[config.mk]
export PLATFORM = sky130hd
export DESIGN_NAME = thd_alarm_delay_event_logger
export DESIGN_NICKNAME = d
export VERILOG_FILES = /design/src/thd_pkg.sv /design/src/log_mem.sv /design/src/thd_alarm_delay_event_logger.sv
export VERILOG_INCLUDE_DIRS = /design/src
export SDC_FILE = /design/constraint.sdc
export NUM_CORES = 2
export LEC_CHECK = 0
export BUFFER_PORTS_ARGS = -buffer_cell sky130_fd_sc_hd__buf_2
export CAP_MARGIN = 20
export CORE_ASPECT_RATIO = 2
export CORE_MARGIN = 10
export CORE_UTILIZATION = 55
export CTS_CLUSTER_DIAMETER = 40
export CTS_CLUSTER_SIZE = 16
export DETAILED_ROUTE_END_ITERATION = 6
export GPL_TIMING_DRIVEN = 0
export PLACE_DENSITY_LB_ADDON = 0.3
export SYNTH_ARGS = -nofsm -noshare
export SYNTH_HDL_FRONTEND = slang
export SYNTH_SLANG_ARGS = --single-unit
[constraint.sdc]
create_clock -name core_clk -period 7.2 [get_ports core_clk]
set_input_delay 1.44 -clock core_clk [delete_from_list [all_inputs] [get_ports core_clk]]
set_output_delay 1.44 -clock core_clk [all_outputs]
set_load 0.03 [all_outputs]
[src/thd_params.svh]
// constants for the distortion alarm-delay and event-logging stage
// What this block does
// RULE1: alarm rises only after start lasted fixed delay; no inverse curve.
// RULE2: alarm delay in 0.005 s steps, default 10.000 s, for phase voltages.
// RULE3: rising and falling edges of start, alarm, blocked give six events.
// RULE4: per source, store only ON, only OFF, or both events in main buffer.
// RULE5: every event carries the time stamp taken at the status change.
// RULE6: start, alarm and blocked are live outputs for I/O and user logic.
// RULE7: one clearable counter each for start, alarm, blocked activations.
// RULE8: rolling log of last 12 records; when full the oldest is overwritten.
// RULE9: log records written only on ON events of start, alarm, blocked.
// RULE10: record: ms stamp, event, three phase distortions, setting group.
// RULE11: active start releases only below 97 % of the pick-up setting.
// RULE12: blocking at pick-up gives blocked, not start; active start resets.
// RULE13: blocking input sampled at the start of each program cycle.
// RULE14: delay timer clears when start drops early; alarm drops with start.
`ifndef THD_PARAMS_SVH
`define THD_PARAMS_SVH

`define DELAY_STEP_US        5000
`define DELAY_DEFAULT_MS     10000
`define DELAY_DEFAULT_STEPS  ((`DELAY_DEFAULT_MS * 1000) / `DELAY_STEP_US)
`define RESET_RATIO_PCT      97
`define PICKUP_DEFAULT       14'h03e8

`define REG_CTRL      8'h00
`define REG_DELAY     8'h04
`define REG_PICKUP    8'h08
`define REG_STATUS    8'h0c
`define REG_CNT_CLR   8'h10
`define REG_CNT_START 8'h14
`define REG_CNT_ALARM 8'h18
`define REG_CNT_BLK   8'h1c
`define REG_IRQ_STAT  8'h20
`define REG_IRQ_CLR   8'h24
`define REG_IRQ_EN    8'h28
`define REG_LOG_SEL   8'h2c
`define REG_LOG_W0    8'h30
`define REG_LOG_W1    8'h34
`define REG_LOG_W2    8'h38
`define REG_LOG_W3    8'h3c

`define CTRL_EN_BIT      0
`define CTRL_SEL_START   2
`define CTRL_SEL_ALARM   4
`define CTRL_SEL_BLK     6
`define SEL_ON_BIT       0
`define SEL_OFF_BIT      1
`define SEL_RESET        2'h3

`define EVB_START_ON   0
`define EVB_START_OFF  1
`define EVB_ALARM_ON   2
`define EVB_ALARM_OFF  3
`define EVB_BLK_ON     4
`define EVB_BLK_OFF    5

`endif

[src/thd_pkg.sv]
// types shared by the distortion event logger and its log memory
package thd_pkg;

  typedef logic [15:0] thd_val_t;
  typedef logic [47:0] stamp_t;
  typedef logic [5:0]  ev_vec_t;

  typedef enum logic [1:0] {
    EV_START   = 2'b00,
    EV_ALARM   = 2'b01,
    EV_BLOCKED = 2'b10
  } ev_kind_t;

  typedef enum logic [1:0] {
    BUS_IDLE = 2'b00,
    BUS_ACK  = 2'b01,
    BUS_DONE = 2'b10
  } bus_phase_t;

  typedef struct packed {
    stamp_t              stamp;
    ev_kind_t            kind;
    logic [2:0]          group;
    thd_val_t [2:0]      thd;
  } log_rec_t;

  typedef struct packed {
    logic     valid;
    ev_vec_t  flags;
    stamp_t   stamp;
  } ev_msg_t;

endpackage : thd_pkg

[src/log_mem.sv]
// ring storage for operation records with a registered read port
`timescale 1ns/1ps
module log_mem #(
  parameter int DEPTH = 12,
  parameter int AW    = 4
) (
  input  wire logic              core_clk,
  input  wire logic              arst_n,
  input  wire logic              ce,
  input  wire logic              wr_en,
  input  wire logic [AW-1:0]     wr_addr,
  input  wire thd_pkg::log_rec_t wr_data,
  input  wire logic [AW-1:0]     rd_addr,
  output thd_pkg::log_rec_t      rd_data
);

  typedef struct packed {
    thd_pkg::log_rec_t [DEPTH-1:0] mem;
    thd_pkg::log_rec_t             rd;
  } mem_state_t;

  mem_state_t state_ff;
  mem_state_t nxt_state;

  always_comb begin
    nxt_state = state_ff;
    if (wr_en) begin
      nxt_state.mem[wr_addr] = wr_data;
    end
    nxt_state.rd = state_ff.mem[rd_addr];
  end

  always_ff @(posedge core_clk or negedge arst_n) begin
    if (!arst_n) begin
      state_ff <= '0;
    end else if (ce) begin
      state_ff <= nxt_state;
    end
  end

  assign rd_data = state_ff.rd;

endmodule : log_mem

[src/thd_alarm_delay_event_logger.sv]
// alarm delay, event generation, counters and record log for the monitor
`timescale 1ns/1ps
`include "thd_params.svh"
module thd_alarm_delay_event_logger #(
  parameter int DELAY_W   = 19,
  parameter int CNT_W     = 32,
  parameter int LOG_DEPTH = 12
) (
  input  wire logic                    core_clk,
  input  wire logic                    arst_n,
  input  wire logic                    ce,
  input  wire logic                    cycle_tick,
  input  wire logic                    block_in,
  input  wire thd_pkg::thd_val_t [2:0] phase_thd,
  input  wire thd_pkg::stamp_t         ts_ms,
  input  wire logic [2:0]              active_group,
  input  wire logic [7:0]              avs_address,
  input  wire logic                    avs_read,
  input  wire logic                    avs_write,
  input  wire logic [31:0]             avs_writedata,
  input  wire logic [3:0]              avs_byteenable,
  output logic [31:0]                  avs_readdata,
  output logic                         avs_waitrequest,
  output logic                         start_out,
  output logic                         alarm_out,
  output logic                         blocked_out,
  output thd_pkg::ev_msg_t             ev_out,
  output logic                         irq
);

  localparam int PW = $clog2(LOG_DEPTH);
  localparam logic [DELAY_W-1:0] DELAY_RST =
    DELAY_W'(`DELAY_DEFAULT_STEPS);

  typedef struct packed {
    thd_pkg::bus_phase_t       bus;
    logic                      waitreq;
    logic [31:0]               rdata;
    logic                      en;
    logic [1:0]                sel_start;
    logic [1:0]                sel_alarm;
    logic [1:0]                sel_blk;
    logic [DELAY_W-1:0]        delay;
    logic [13:0]               pickup;
    logic                      start;
    logic                      alarm;
    logic                      blocked;
    logic [DELAY_W-1:0]        tmr;
    logic [2:0][CNT_W-1:0]     cnt;
    thd_pkg::ev_vec_t          ist;
    thd_pkg::ev_vec_t          ien;
    logic                      irq;
    thd_pkg::ev_msg_t          ev;
    logic [2:0]                pend;
    thd_pkg::log_rec_t         snap;
    logic [PW-1:0]             wptr;
    logic [PW:0]               lcount;
    logic [PW-1:0]             lsel;
  } state_t;

  state_t state_ff;
  state_t nxt_state;

  logic              mem_wr_en;
  logic [PW-1:0]     mem_rd_addr;
  thd_pkg::log_rec_t mem_wr_data;
  thd_pkg::log_rec_t mem_rd_data;

  function automatic logic [31:0] lane_mask(input logic [3:0] be);
    logic [31:0] m;
    m = '0;
    for (int i = 0; i < 4; i++) begin
      m[i*8 +: 8] = {8{be[i]}};
    end
    return m;
  endfunction : lane_mask

  function automatic logic [31:0] merge(input logic [31:0] old_v,
                                        input logic [31:0] new_v,
                                        input logic [31:0] m);
    return (old_v & ~m) | (new_v & m);
  endfunction : merge

  // pick-up with built-in hysteresis, evaluated on all three phases
  logic pick;
  always_comb begin
    logic [23:0] lhs;
    logic [23:0] rel_lim;
    lhs     = '0;
    rel_lim = 24'(state_ff.pickup) * 24'(`RESET_RATIO_PCT);
    pick    = 1'b0;
    for (int p = 0; p < 3; p++) begin
      lhs = 24'(phase_thd[p]) * 24'h64;
      if (state_ff.start || state_ff.alarm) begin
        if (lhs >= rel_lim) begin // RULE11
          pick = 1'b1;
        end
      end else if (24'(phase_thd[p]) > 24'(state_ff.pickup)) begin
        pick = 1'b1;
      end
    end
  end

  // newest record is selection 0; older ones count back around the ring
  always_comb begin
    int idx;
    idx = int'(state_ff.wptr) + LOG_DEPTH - 1 - int'(state_ff.lsel);
    if (idx >= LOG_DEPTH) begin
      idx = idx - LOG_DEPTH;
    end
    mem_rd_addr = PW'(idx);
  end

  always_comb begin
    logic              blk;
    logic              n_start;
    logic              n_alarm;
    logic              n_blk;
    thd_pkg::ev_vec_t  evs;
    thd_pkg::ev_vec_t  keep;
    logic [2:0]        ons;
    logic [2:0]        done;
    logic [2:0]        clr_cnt;
    logic [31:0]       m;
    logic [31:0]       w;
    nxt_state   = state_ff;
    blk         = 1'b0;
    n_start     = state_ff.start;
    n_alarm     = state_ff.alarm;
    n_blk       = state_ff.blocked;
    evs         = '0;
    keep        = '0;
    ons         = '0;
    done        = '0;
    clr_cnt     = '0;
    m           = lane_mask(avs_byteenable);
    w           = '0;
    mem_wr_en   = 1'b0;
    mem_wr_data = state_ff.snap;
    nxt_state.ev.valid = 1'b0;

    if (cycle_tick) begin
      blk     = block_in; // RULE13
      n_blk   = state_ff.en && blk && pick; // RULE12
      n_start = state_ff.en && !blk && pick; // RULE12
      if (n_start) begin
        n_alarm = state_ff.tmr >= state_ff.delay; // RULE1
        if (state_ff.tmr < state_ff.delay) begin
          nxt_state.tmr = state_ff.tmr + DELAY_W'(1);
        end
      end else begin
        n_alarm       = 1'b0; // RULE14
        nxt_state.tmr = '0; // RULE14
      end
      evs[`EVB_START_ON]  = n_start && !state_ff.start; // RULE3
      evs[`EVB_START_OFF] = !n_start && state_ff.start;
      evs[`EVB_ALARM_ON]  = n_alarm && !state_ff.alarm;
      evs[`EVB_ALARM_OFF] = !n_alarm && state_ff.alarm;
      evs[`EVB_BLK_ON]    = n_blk && !state_ff.blocked;
      evs[`EVB_BLK_OFF]   = !n_blk && state_ff.blocked;
      nxt_state.start   = n_start;
      nxt_state.alarm   = n_alarm;
      nxt_state.blocked = n_blk;
    end

    keep[`EVB_START_ON]  = state_ff.sel_start[`SEL_ON_BIT]; // RULE4
    keep[`EVB_START_OFF] = state_ff.sel_start[`SEL_OFF_BIT];
    keep[`EVB_ALARM_ON]  = state_ff.sel_alarm[`SEL_ON_BIT];
    keep[`EVB_ALARM_OFF] = state_ff.sel_alarm[`SEL_OFF_BIT];
    keep[`EVB_BLK_ON]    = state_ff.sel_blk[`SEL_ON_BIT];
    keep[`EVB_BLK_OFF]   = state_ff.sel_blk[`SEL_OFF_BIT];
    if ((evs & keep) != '0) begin
      nxt_state.ev.valid = 1'b1;
      nxt_state.ev.flags = evs & keep;
      nxt_state.ev.stamp = ts_ms; // RULE5
    end

    ons = {evs[`EVB_BLK_ON], evs[`EVB_ALARM_ON], evs[`EVB_START_ON]};
    if (ons != '0) begin
      nxt_state.snap.stamp = ts_ms; // RULE10
      nxt_state.snap.group = active_group;
      nxt_state.snap.thd   = phase_thd;
    end

    // one record per clock; ON events of one tick share the snapshot
    if (state_ff.pend != '0) begin
      mem_wr_en = 1'b1; // RULE9
      if (state_ff.pend[0]) begin
        done[0]          = 1'b1;
        mem_wr_data.kind = thd_pkg::EV_START;
      end else if (state_ff.pend[1]) begin
        done[1]          = 1'b1;
        mem_wr_data.kind = thd_pkg::EV_ALARM;
      end else begin
        done[2]          = 1'b1;
        mem_wr_data.kind = thd_pkg::EV_BLOCKED;
      end
      if (int'(state_ff.wptr) == LOG_DEPTH - 1) begin
        nxt_state.wptr = '0; // RULE8
      end else begin
        nxt_state.wptr = state_ff.wptr + PW'(1);
      end
      if (int'(state_ff.lcount) < LOG_DEPTH) begin
        nxt_state.lcount = state_ff.lcount + (PW+1)'(1);
      end
    end
    nxt_state.pend = (state_ff.pend & ~done) | ons;

    // bus: accept, answer one cycle later, commit at the master's edge
    nxt_state.waitreq = 1'b1;
    unique case (state_ff.bus)
      thd_pkg::BUS_IDLE: begin
        if (avs_read || avs_write) begin
          nxt_state.bus = thd_pkg::BUS_ACK;
        end
      end
      thd_pkg::BUS_ACK: begin
        nxt_state.bus     = thd_pkg::BUS_DONE;
        nxt_state.waitreq = 1'b0;
        nxt_state.rdata   = '0;
        if (avs_read) begin
          case (avs_address)
            `REG_CTRL: begin
              nxt_state.rdata[`CTRL_EN_BIT]         = state_ff.en;
              nxt_state.rdata[`CTRL_SEL_START +: 2] = state_ff.sel_start;
              nxt_state.rdata[`CTRL_SEL_ALARM +: 2] = state_ff.sel_alarm;
              nxt_state.rdata[`CTRL_SEL_BLK +: 2]   = state_ff.sel_blk;
            end
            `REG_DELAY:     nxt_state.rdata[DELAY_W-1:0] = state_ff.delay;
            `REG_PICKUP:    nxt_state.rdata[13:0] = state_ff.pickup;
            `REG_STATUS: begin
              nxt_state.rdata[2:0]  = {state_ff.blocked, state_ff.alarm,
                                       state_ff.start};
              nxt_state.rdata[8 +: PW+1] = state_ff.lcount;
            end
            `REG_CNT_START: nxt_state.rdata = 32'(state_ff.cnt[0]);
            `REG_CNT_ALARM: nxt_state.rdata = 32'(state_ff.cnt[1]);
            `REG_CNT_BLK:   nxt_state.rdata = 32'(state_ff.cnt[2]);
            `REG_IRQ_STAT:  nxt_state.rdata[5:0] = state_ff.ist;
            `REG_IRQ_EN:    nxt_state.rdata[5:0] = state_ff.ien;
            `REG_LOG_SEL:   nxt_state.rdata[PW-1:0] = state_ff.lsel;
            `REG_LOG_W0:    nxt_state.rdata = mem_rd_data.stamp[31:0];
            `REG_LOG_W1: begin
              nxt_state.rdata[15:0]  = mem_rd_data.stamp[47:32];
              nxt_state.rdata[17:16] = mem_rd_data.kind;
              nxt_state.rdata[22:20] = mem_rd_data.group;
            end
            `REG_LOG_W2: nxt_state.rdata = {mem_rd_data.thd[1],
                                            mem_rd_data.thd[0]};
            `REG_LOG_W3: nxt_state.rdata[15:0] = mem_rd_data.thd[2];
            default:     nxt_state.rdata = '0;
          endcase
        end
      end
      thd_pkg::BUS_DONE: begin
        nxt_state.bus = thd_pkg::BUS_IDLE;
        if (avs_write) begin
          case (avs_address)
            `REG_CTRL: begin
              w = merge({24'h0, state_ff.sel_blk, state_ff.sel_alarm,
                         state_ff.sel_start, 1'b0, state_ff.en},
                        avs_writedata, m);
              nxt_state.en        = w[`CTRL_EN_BIT];
              nxt_state.sel_start = w[`CTRL_SEL_START +: 2];
              nxt_state.sel_alarm = w[`CTRL_SEL_ALARM +: 2];
              nxt_state.sel_blk   = w[`CTRL_SEL_BLK +: 2];
            end
            `REG_DELAY: begin
              w = merge(32'(state_ff.delay), avs_writedata, m);
              nxt_state.delay = w[DELAY_W-1:0]; // RULE2
            end
            `REG_PICKUP: begin
              w = merge(32'(state_ff.pickup), avs_writedata, m);
              nxt_state.pickup = w[13:0];
            end
            `REG_CNT_CLR: begin
              w       = avs_writedata & m;
              clr_cnt = w[2:0]; // RULE7
            end
            `REG_IRQ_CLR: begin
              w = avs_writedata & m;
              nxt_state.ist = state_ff.ist & ~w[5:0];
            end
            `REG_IRQ_EN: begin
              w = merge(32'(state_ff.ien), avs_writedata, m);
              nxt_state.ien = w[5:0];
            end
            `REG_LOG_SEL: begin
              w = merge(32'(state_ff.lsel), avs_writedata, m);
              // out-of-range picks clamp to the oldest slot
              if (w >= 32'(LOG_DEPTH)) begin
                nxt_state.lsel = PW'(LOG_DEPTH - 1);
              end else begin
                nxt_state.lsel = w[PW-1:0];
              end
            end
            default: begin
              w = '0;
            end
          endcase
        end
      end
      default: nxt_state.bus = thd_pkg::BUS_IDLE;
    endcase

    // a clear in the same cycle as a new activation still counts it
    for (int c = 0; c < 3; c++) begin
      if (clr_cnt[c]) begin
        nxt_state.cnt[c] = CNT_W'(ons[c]); // RULE7
      end else if (ons[c]) begin
        nxt_state.cnt[c] = state_ff.cnt[c] + CNT_W'(1); // RULE7
      end
    end
    nxt_state.ist = nxt_state.ist | evs;
    nxt_state.irq = (nxt_state.ist & nxt_state.ien) != '0;
  end

  always_ff @(posedge core_clk or negedge arst_n) begin
    if (!arst_n) begin
      state_ff           <= '0;
      state_ff.bus       <= thd_pkg::BUS_IDLE;
      state_ff.waitreq   <= 1'b1;
      state_ff.en        <= 1'b1;
      state_ff.sel_start <= `SEL_RESET;
      state_ff.sel_alarm <= `SEL_RESET;
      state_ff.sel_blk   <= `SEL_RESET;
      state_ff.delay     <= DELAY_RST; // RULE2
      state_ff.pickup    <= `PICKUP_DEFAULT;
    end else if (ce) begin
      state_ff <= nxt_state;
    end
  end

  log_mem #(
    .DEPTH (LOG_DEPTH),
    .AW    (PW)
  ) u_log_mem (
    .core_clk (core_clk),
    .arst_n   (arst_n),
    .ce       (ce),
    .wr_en    (mem_wr_en),
    .wr_addr  (state_ff.wptr),
    .wr_data  (mem_wr_data),
    .rd_addr  (mem_rd_addr),
    .rd_data  (mem_rd_data)
  );

  assign avs_readdata    = state_ff.rdata;
  assign avs_waitrequest = state_ff.waitreq;
  assign start_out       = state_ff.start; // RULE6
  assign alarm_out       = state_ff.alarm; // RULE6
  assign blocked_out     = state_ff.blocked; // RULE6
  assign ev_out          = state_ff.ev;
  assign irq             = state_ff.irq;

endmodule : thd_alarm_delay_event_logger

# Word-level counts from Yosys, hierarchy flattened
# Cells that the tools add are included.
word_totals:
  ff_bits: 1689
  in_bits: 150
  out_inout_bits: 92
  wordCells: 285
op_classes:
  addsub: 10
  mul: 4
  n_lt_le_gt_ge: 14
  n_eq_ne: 20
  n_mux: 63
  bitwise_logic: 20
  n_reduce_logical: 45
ops:
  columns: ["op", "n"]
  rows:
  - ["bitwise mux 1212 bit", 1]
  - ["binary-select mux 101 bit (select 4 bit)", 1]
  - ["demux 101 bit (select 4 bit)", 1]
  - ["2-to-1 mux 32 bit", 7]
  - ["2-to-1 mux 101 bit", 2]
  - ["adder 32 x 1 -> 32 bit, second input constant", 3]
  - [">= comparator 23 x 21 -> 1 bit", 3]
  - ["== test 8 x 6 -> 1 bit, second input constant", 8]
  - ["multiplier 16 x 5 -> 21 bit, second input constant", 3]
  - ["2-to-1 mux 55 bit", 1]
  - ["one-hot mux 5 bit (10 select lines)", 1]
  - ["greater-than comparator 16 x 14 -> 1 bit", 3]
  - ["one-hot mux 9 bit (5 select lines)", 1]
  - ["2-to-1 mux 19 bit", 2]
  - ["2-to-1 mux 33 bit", 1]
  - ["AND 32 bit", 1]
  - ["AND 4 x 32 -> 32 bit", 1]
  - ["== test 8 x 5 -> 1 bit, second input constant", 4]
  - [">= comparator 32 x 4 -> 1 bit, second input constant", 1]
  - ["NOT 32 bit", 1]
  - ["OR 32 bit", 1]
  - ["one-hot mux 1 bit (14 select lines)", 2]
  - ["one-hot mux 1 bit (13 select lines)", 2]
  - ["AND 6 bit", 4]
  - ["58 further kinds", 121]

# Logic depth before layout (Yosys ltp)
depth:
  depth_word: 17
  depth_mapped: 28

# Modules after synthesis
# Synthesis repeated with hierarchy kept, for this count alone.
hier_totals:
  hier_cells: 6896
  hier_area_um2: 87292.5
modules_own_cells:
  columns: ["module", "n_inst", "cells_per_inst", "area_each_um2", "seq_area_each_um2"]
  rows:
  - ["log_mem", 1, 4151, 60062.6, 32856.5]
  - ["thd_alarm_delay_event_logger", 1, 2745, 27229.9, 9434.0]

# Worst setup path after synthesis
# No wires, ideal clock.
synth_timing:
  kind: "input port to flip-flop"
  startpoint: "input phase_thd[39] (netlist name)"
  endpoint: "register state_ff (netlist bit ev_out[38])"
  setup_time_ns: 0.127
  arrival_ns: 6.973
  required_time_ns: 7.073
  setup_slack_ns: 0.099
  path_stages: 24
  path_cell_list: "ha_1 > ha_1 > inv_1 > fa_1 > inv_1 > ha_1 > or2_2 > or3_1 > o21ba_2 > a21oi_1 > xnor2_1 > ha_1 > and3_1 > a41o_1 > a21o_1 > a211o_1 > o211a_1 > a2111oi_2 > o22ai_2 > o21ai_4 > mux2i_1 > buf_4 > buf_6 > mux2_1"
synth_between:
  elab_chain_cells: 13
synth_rtl:
  columns: ["item", "line", "source"]
  rows:
  - ["from (decl)", "thd_alarm_delay_event_logger.sv:14", "input wire thd_pkg::thd_val_t [2:0] phase_thd,"]
  - ["multiplier 16 x 5 -> 21 bit", "thd_alarm_delay_event_logger.sv:93", "lhs = 24'(phase_thd[p]) * 24'h64;"]
  - [">= comparator 23 x 21 -> 1 bit", "thd_alarm_delay_event_logger.sv:95", "if (lhs >= rel_lim) begin"]
  - ["2-to-1 mux 1 bit", "thd_alarm_delay_event_logger.sv:95", null]
  - ["2-to-1 mux 1 bit *", "thd_alarm_delay_event_logger.sv:94", "if (state_ff.start || state_ff.alarm) begin"]
  - ["logical AND 1 bit", "thd_alarm_delay_event_logger.sv:145", "n_start = state_ff.en && !blk && pick;"]
  - ["2-to-1 mux 1 bit", "thd_alarm_delay_event_logger.sv:146", "if (n_start) begin"]
  - ["2-to-1 mux 1 bit", "thd_alarm_delay_event_logger.sv:142", "if (cycle_tick) begin"]
  - ["zero test 1 bit", "thd_alarm_delay_event_logger.sv:158", "evs[`EVB_ALARM_OFF] = !n_alarm && state_ff.alarm;"]
  - ["logical AND 1 bit", "thd_alarm_delay_event_logger.sv:158", null]
  - ["2-to-1 mux 6 bit *", "thd_alarm_delay_event_logger.sv:142", null]
  - ["AND 6 bit *", "thd_alarm_delay_event_logger.sv:172", "if ((evs & keep) != '0) begin"]
  - ["nonzero test 6 bit *", "thd_alarm_delay_event_logger.sv:172", null]
  - ["AND reduction 2 bit (no source line) *", null, null]
  - ["to (signal assigned)", "thd_alarm_delay_event_logger.sv:330", "state_ff <= nxt_state;"]
  - ["to (decl)", "thd_alarm_delay_event_logger.sv:61", "state_t state_ff;"]
# Every way passes the cells marked *; elsewhere a longest branch is shown, timed or not. The select of a mux whose other input is x is not followed.
# A chain may end at the register's enable or synchronous reset.

==> flow_metrics.tcl <==
set metrics [dict create \
    syn_inst 7068 \
    ys_seq_area_share_pct 49.77 \
    synth_edf_count 0 \
    crit_path_end_kind "flip-flop" \
    failed_checks "design-rule violations" \
    leakagePower_nw 47.04 \
    path_class "reg -> reg" \
    crit_arrival_ps 7760 \
    cap_viol_max_count 0 \
    start_kind "flip-flop" \
    vias 59820 \
    netlist_area_sq_um 84980 \
    clk_path_buf_depth 3 \
    path_clk_slew_ps 70 \
    syn-num-nets 7609 \
    timing.fmax_ghz 0.1412 \
    io_buffers 235 \
    setup-tns-final_ps 0 \
    cts_tree "built" \
    fin_skew_ps 24.23 \
    grt-ovfl-total 0 \
    crit_required_ps 7880 \
    r2r_cells 26 \
    async_reset_ff_share_pct 100.0 \
    ir_worst_vdd_mv 0.2335 \
    slew_violations 0 \
    synth_top_area_share_pct 49.15 \
    worst_slack_ps 117.6 \
    root_buffer "clkbuf_16" \
    drive_gt1_share_pct 28.93 \
    relSlewSlack_pct 9.684 \
    finalSetupViolations 0 \
    finalHoldViolCount 0 \
    clock_sinks 1689 \
    dieArea_sq_um 171600 \
    status "finished with violations" \
    avgSynthCellArea_sq_um 12.02 \
    seqCellArea_sq_um 42310 \
    grt_pass1_wl_um 377100 \
    synth.distinct_cells 87 \
    final_cell_mix "dfrtp_1 (1665), mux2_2 (1149), nand2_1 (1013)" \
    grt_max_degree 170 \
    drt_iter0_drc 5545 \
    synth_top_area_cell "dfrtp_1" \
    multi_input_area_sq_um 39640 \
    dp_hpwl_um 181600 \
    core_sq_um 153900 \
    fin_util_pct 62.03 \
    antenna_found_initial 13 \
    post-place-ws_ps -2068 \
    synth-main-ff-cell "dfrtp_1" \
    holdPathStages 1 \
    first_global_vias 60380 \
    nets 8059 \
    pwr_density_cell_nw_per_um2 214.9 \
    final_common_cell "dfrtp_1" \
    area_delta_synth_final_pct 12.35 \
    final_antenna_net_count 0 \
    stdcell_count 9695 \
    fin_crit_ps 7082 \
    fp-row-count 204 \
    synth_seq_cells 1689 \
    dieWidth_um 297.9 \
    synth_area_leaders "dfrtp_1 (49%), mux2_2 (15%), mux4_2 (8.0%)" \
    wl_per_cell_um 25.75 \
    gp_congestion 0.9831 \
    cts_buffers 155 \
    grtUsageTotal_pct 28.66 \
    worst_pin_slew_ps 1355 \
    nFillCells 11890 \
    finalCritPeriodShare_pct 98.37 \
    placedCellCount 9392 \
    dieHeight_um 575.9 \
    io_pins 242 \
    hp-class "reg -> reg" \
    drt_wl_total_um 249700 \
    avgViaCountPerCell 6.170 \
    cp_max_fo 10 \
    clk_latency_ps 810 \
    start_util_pct 55.21 \
    drc_errors 7 \
    drt_first_pass_iters 7 \
    cts_max_level 4 \
    yosys_warnings 0 \
]
worst paths after layout:
kind	slack, ps	to	startpoint
worst max-delay path	120	mem_wr_data[59]$_DFFE_PN0P_	flip-flop
max in group asynchronous	3830	u_log_mem.state_ff[1094]$_DFFE_PN0P_	arst_n
worst min register to register	480	avs_readdata[12]$_DFFE_PN0P_	avs_readdata[12]$_DFFE_PN0P_
min in group asynchronous	800	u_log_mem.state_ff[431]$_DFFE_PN0P_	arst_n
worst max register to register	120	mem_wr_data[59]$_DFFE_PN0P_	flip-flop
worst min-delay path	480	avs_readdata[12]$_DFFE_PN0P_	avs_readdata[12]$_DFFE_PN0P_
synthesized netlist by cell type (88+ instances only):
cell and number:
a21oi_1 407, buf_4 88, nor2_1 282, mux2_2 1149
nand2_1 1013, dfrtp_1 1669, ha_1 351, xnor2_1 99
o21ai_0 132, inv_1 217, mux4_2 303, clkbuf_1 449
metal layers:
metal  GRT usage, %  routed length [um]  up-vias
met2          45.22              117000     2335
li1               -                   -    26010
met4          14.84               14270       10
met5              0                  76        -
met1          37.78              100700    30900
met3          5.194               17650      568
critical path, stage by stage, from the launching register on:
cell       delay [ps]
dfstp_4           720
ha_4              220
ha_1              290
ha_1              280
inv_1              50
fa_1              500
inv_1              60
ha_4              300
a21o_1            140
nand2_1            90
and2_2            220
a21oi_2           240
xnor2_2           190
ha_1              290
nand4_1           130
nor3_1             80
a311oi_1          280
a31oi_1           140
a211o_1           300
a31o_2            270
a2111oi_4         370
o22ai_4           270
o21ai_4           260
a311o_2           290
buf_12            240
buf_4             290
mux2_2            360
logic make-up after synthesis:
| family | Yosys count | synth area share, % |
|---|---|---|
| adder cells (fa/ha/maj) | 395 | 6.158 |
| AO/OA/AOI/OAI | 915 | 6.833 |
| flip-flops | 1689 | 49.77 |
| buffers and inverters | 796 | 3.945 |
| XOR/XNOR | 145 | 1.494 |
| multiplexers | 1473 | 23.52 |
| AND/OR/NAND/NOR | 1655 | 8.281 |
what timing repair did:
| action | in CTS | in global routing |
|---|---|---|
| cloned | 0 | 2 |
| pin swaps | 7 | 21 |
| hold buffers | 0 | 0 |
| endpoints found under the setup margin | 276 | 265 |
| setup buffers | 17 | 6 |
| resized for setup | 57 | 44 |
flip-flops by register name, summed over array words and instances (netlist names), named ones only:
signal and count:
start_out 1, irq 1, alarm_out 1, state_ff 145, blocked_out 1, mem_wr_data 99
avs_waitrequest 1, u_log_mem.state_ff 1212, ev_out 55, avs_readdata 32, u_log_mem.rd_data 101
metrics by stage:
| step | power, mW | hold slack (ps) | instance area (sq um) |
|---|---|---|---|
| floorplan | 11.11 | 441.6 | 84980 |
| global placement | 11.90 | 454.5 | 88730 |
| detailed placement | 11.96 | 460.2 | 89400 |
| CTS | 20.58 | 479.3 | 95070 |
| global route | 21.20 | 492.7 | 95460 |
| finish | 20.51 | 476.6 | 95470 |
layout make-up:
class,count,area share [%]
Buffer,576,2.790
Inverter,219,0.8610
Tap cell,2060,2.700
Antenna cell,6,0.01573
Clock inverter,87,1.172
Sequential cell,1689,44.31
Multi-Input combinational cell,4583,41.52
Timing Repair Buffer,294,2.261
Clock buffer,181,4.369
where the power goes:
| group | switching, mW | total, mW | internal [mW] |
|---|---|---|---|
| clock | 3.96 | 8.69 | 4.73 |
| combinational | 1.42 | 2.20 | 0.784 |
| sequential | 0.0763 | 9.62 | 9.54 |
Power figures use the tool's default switching activity.
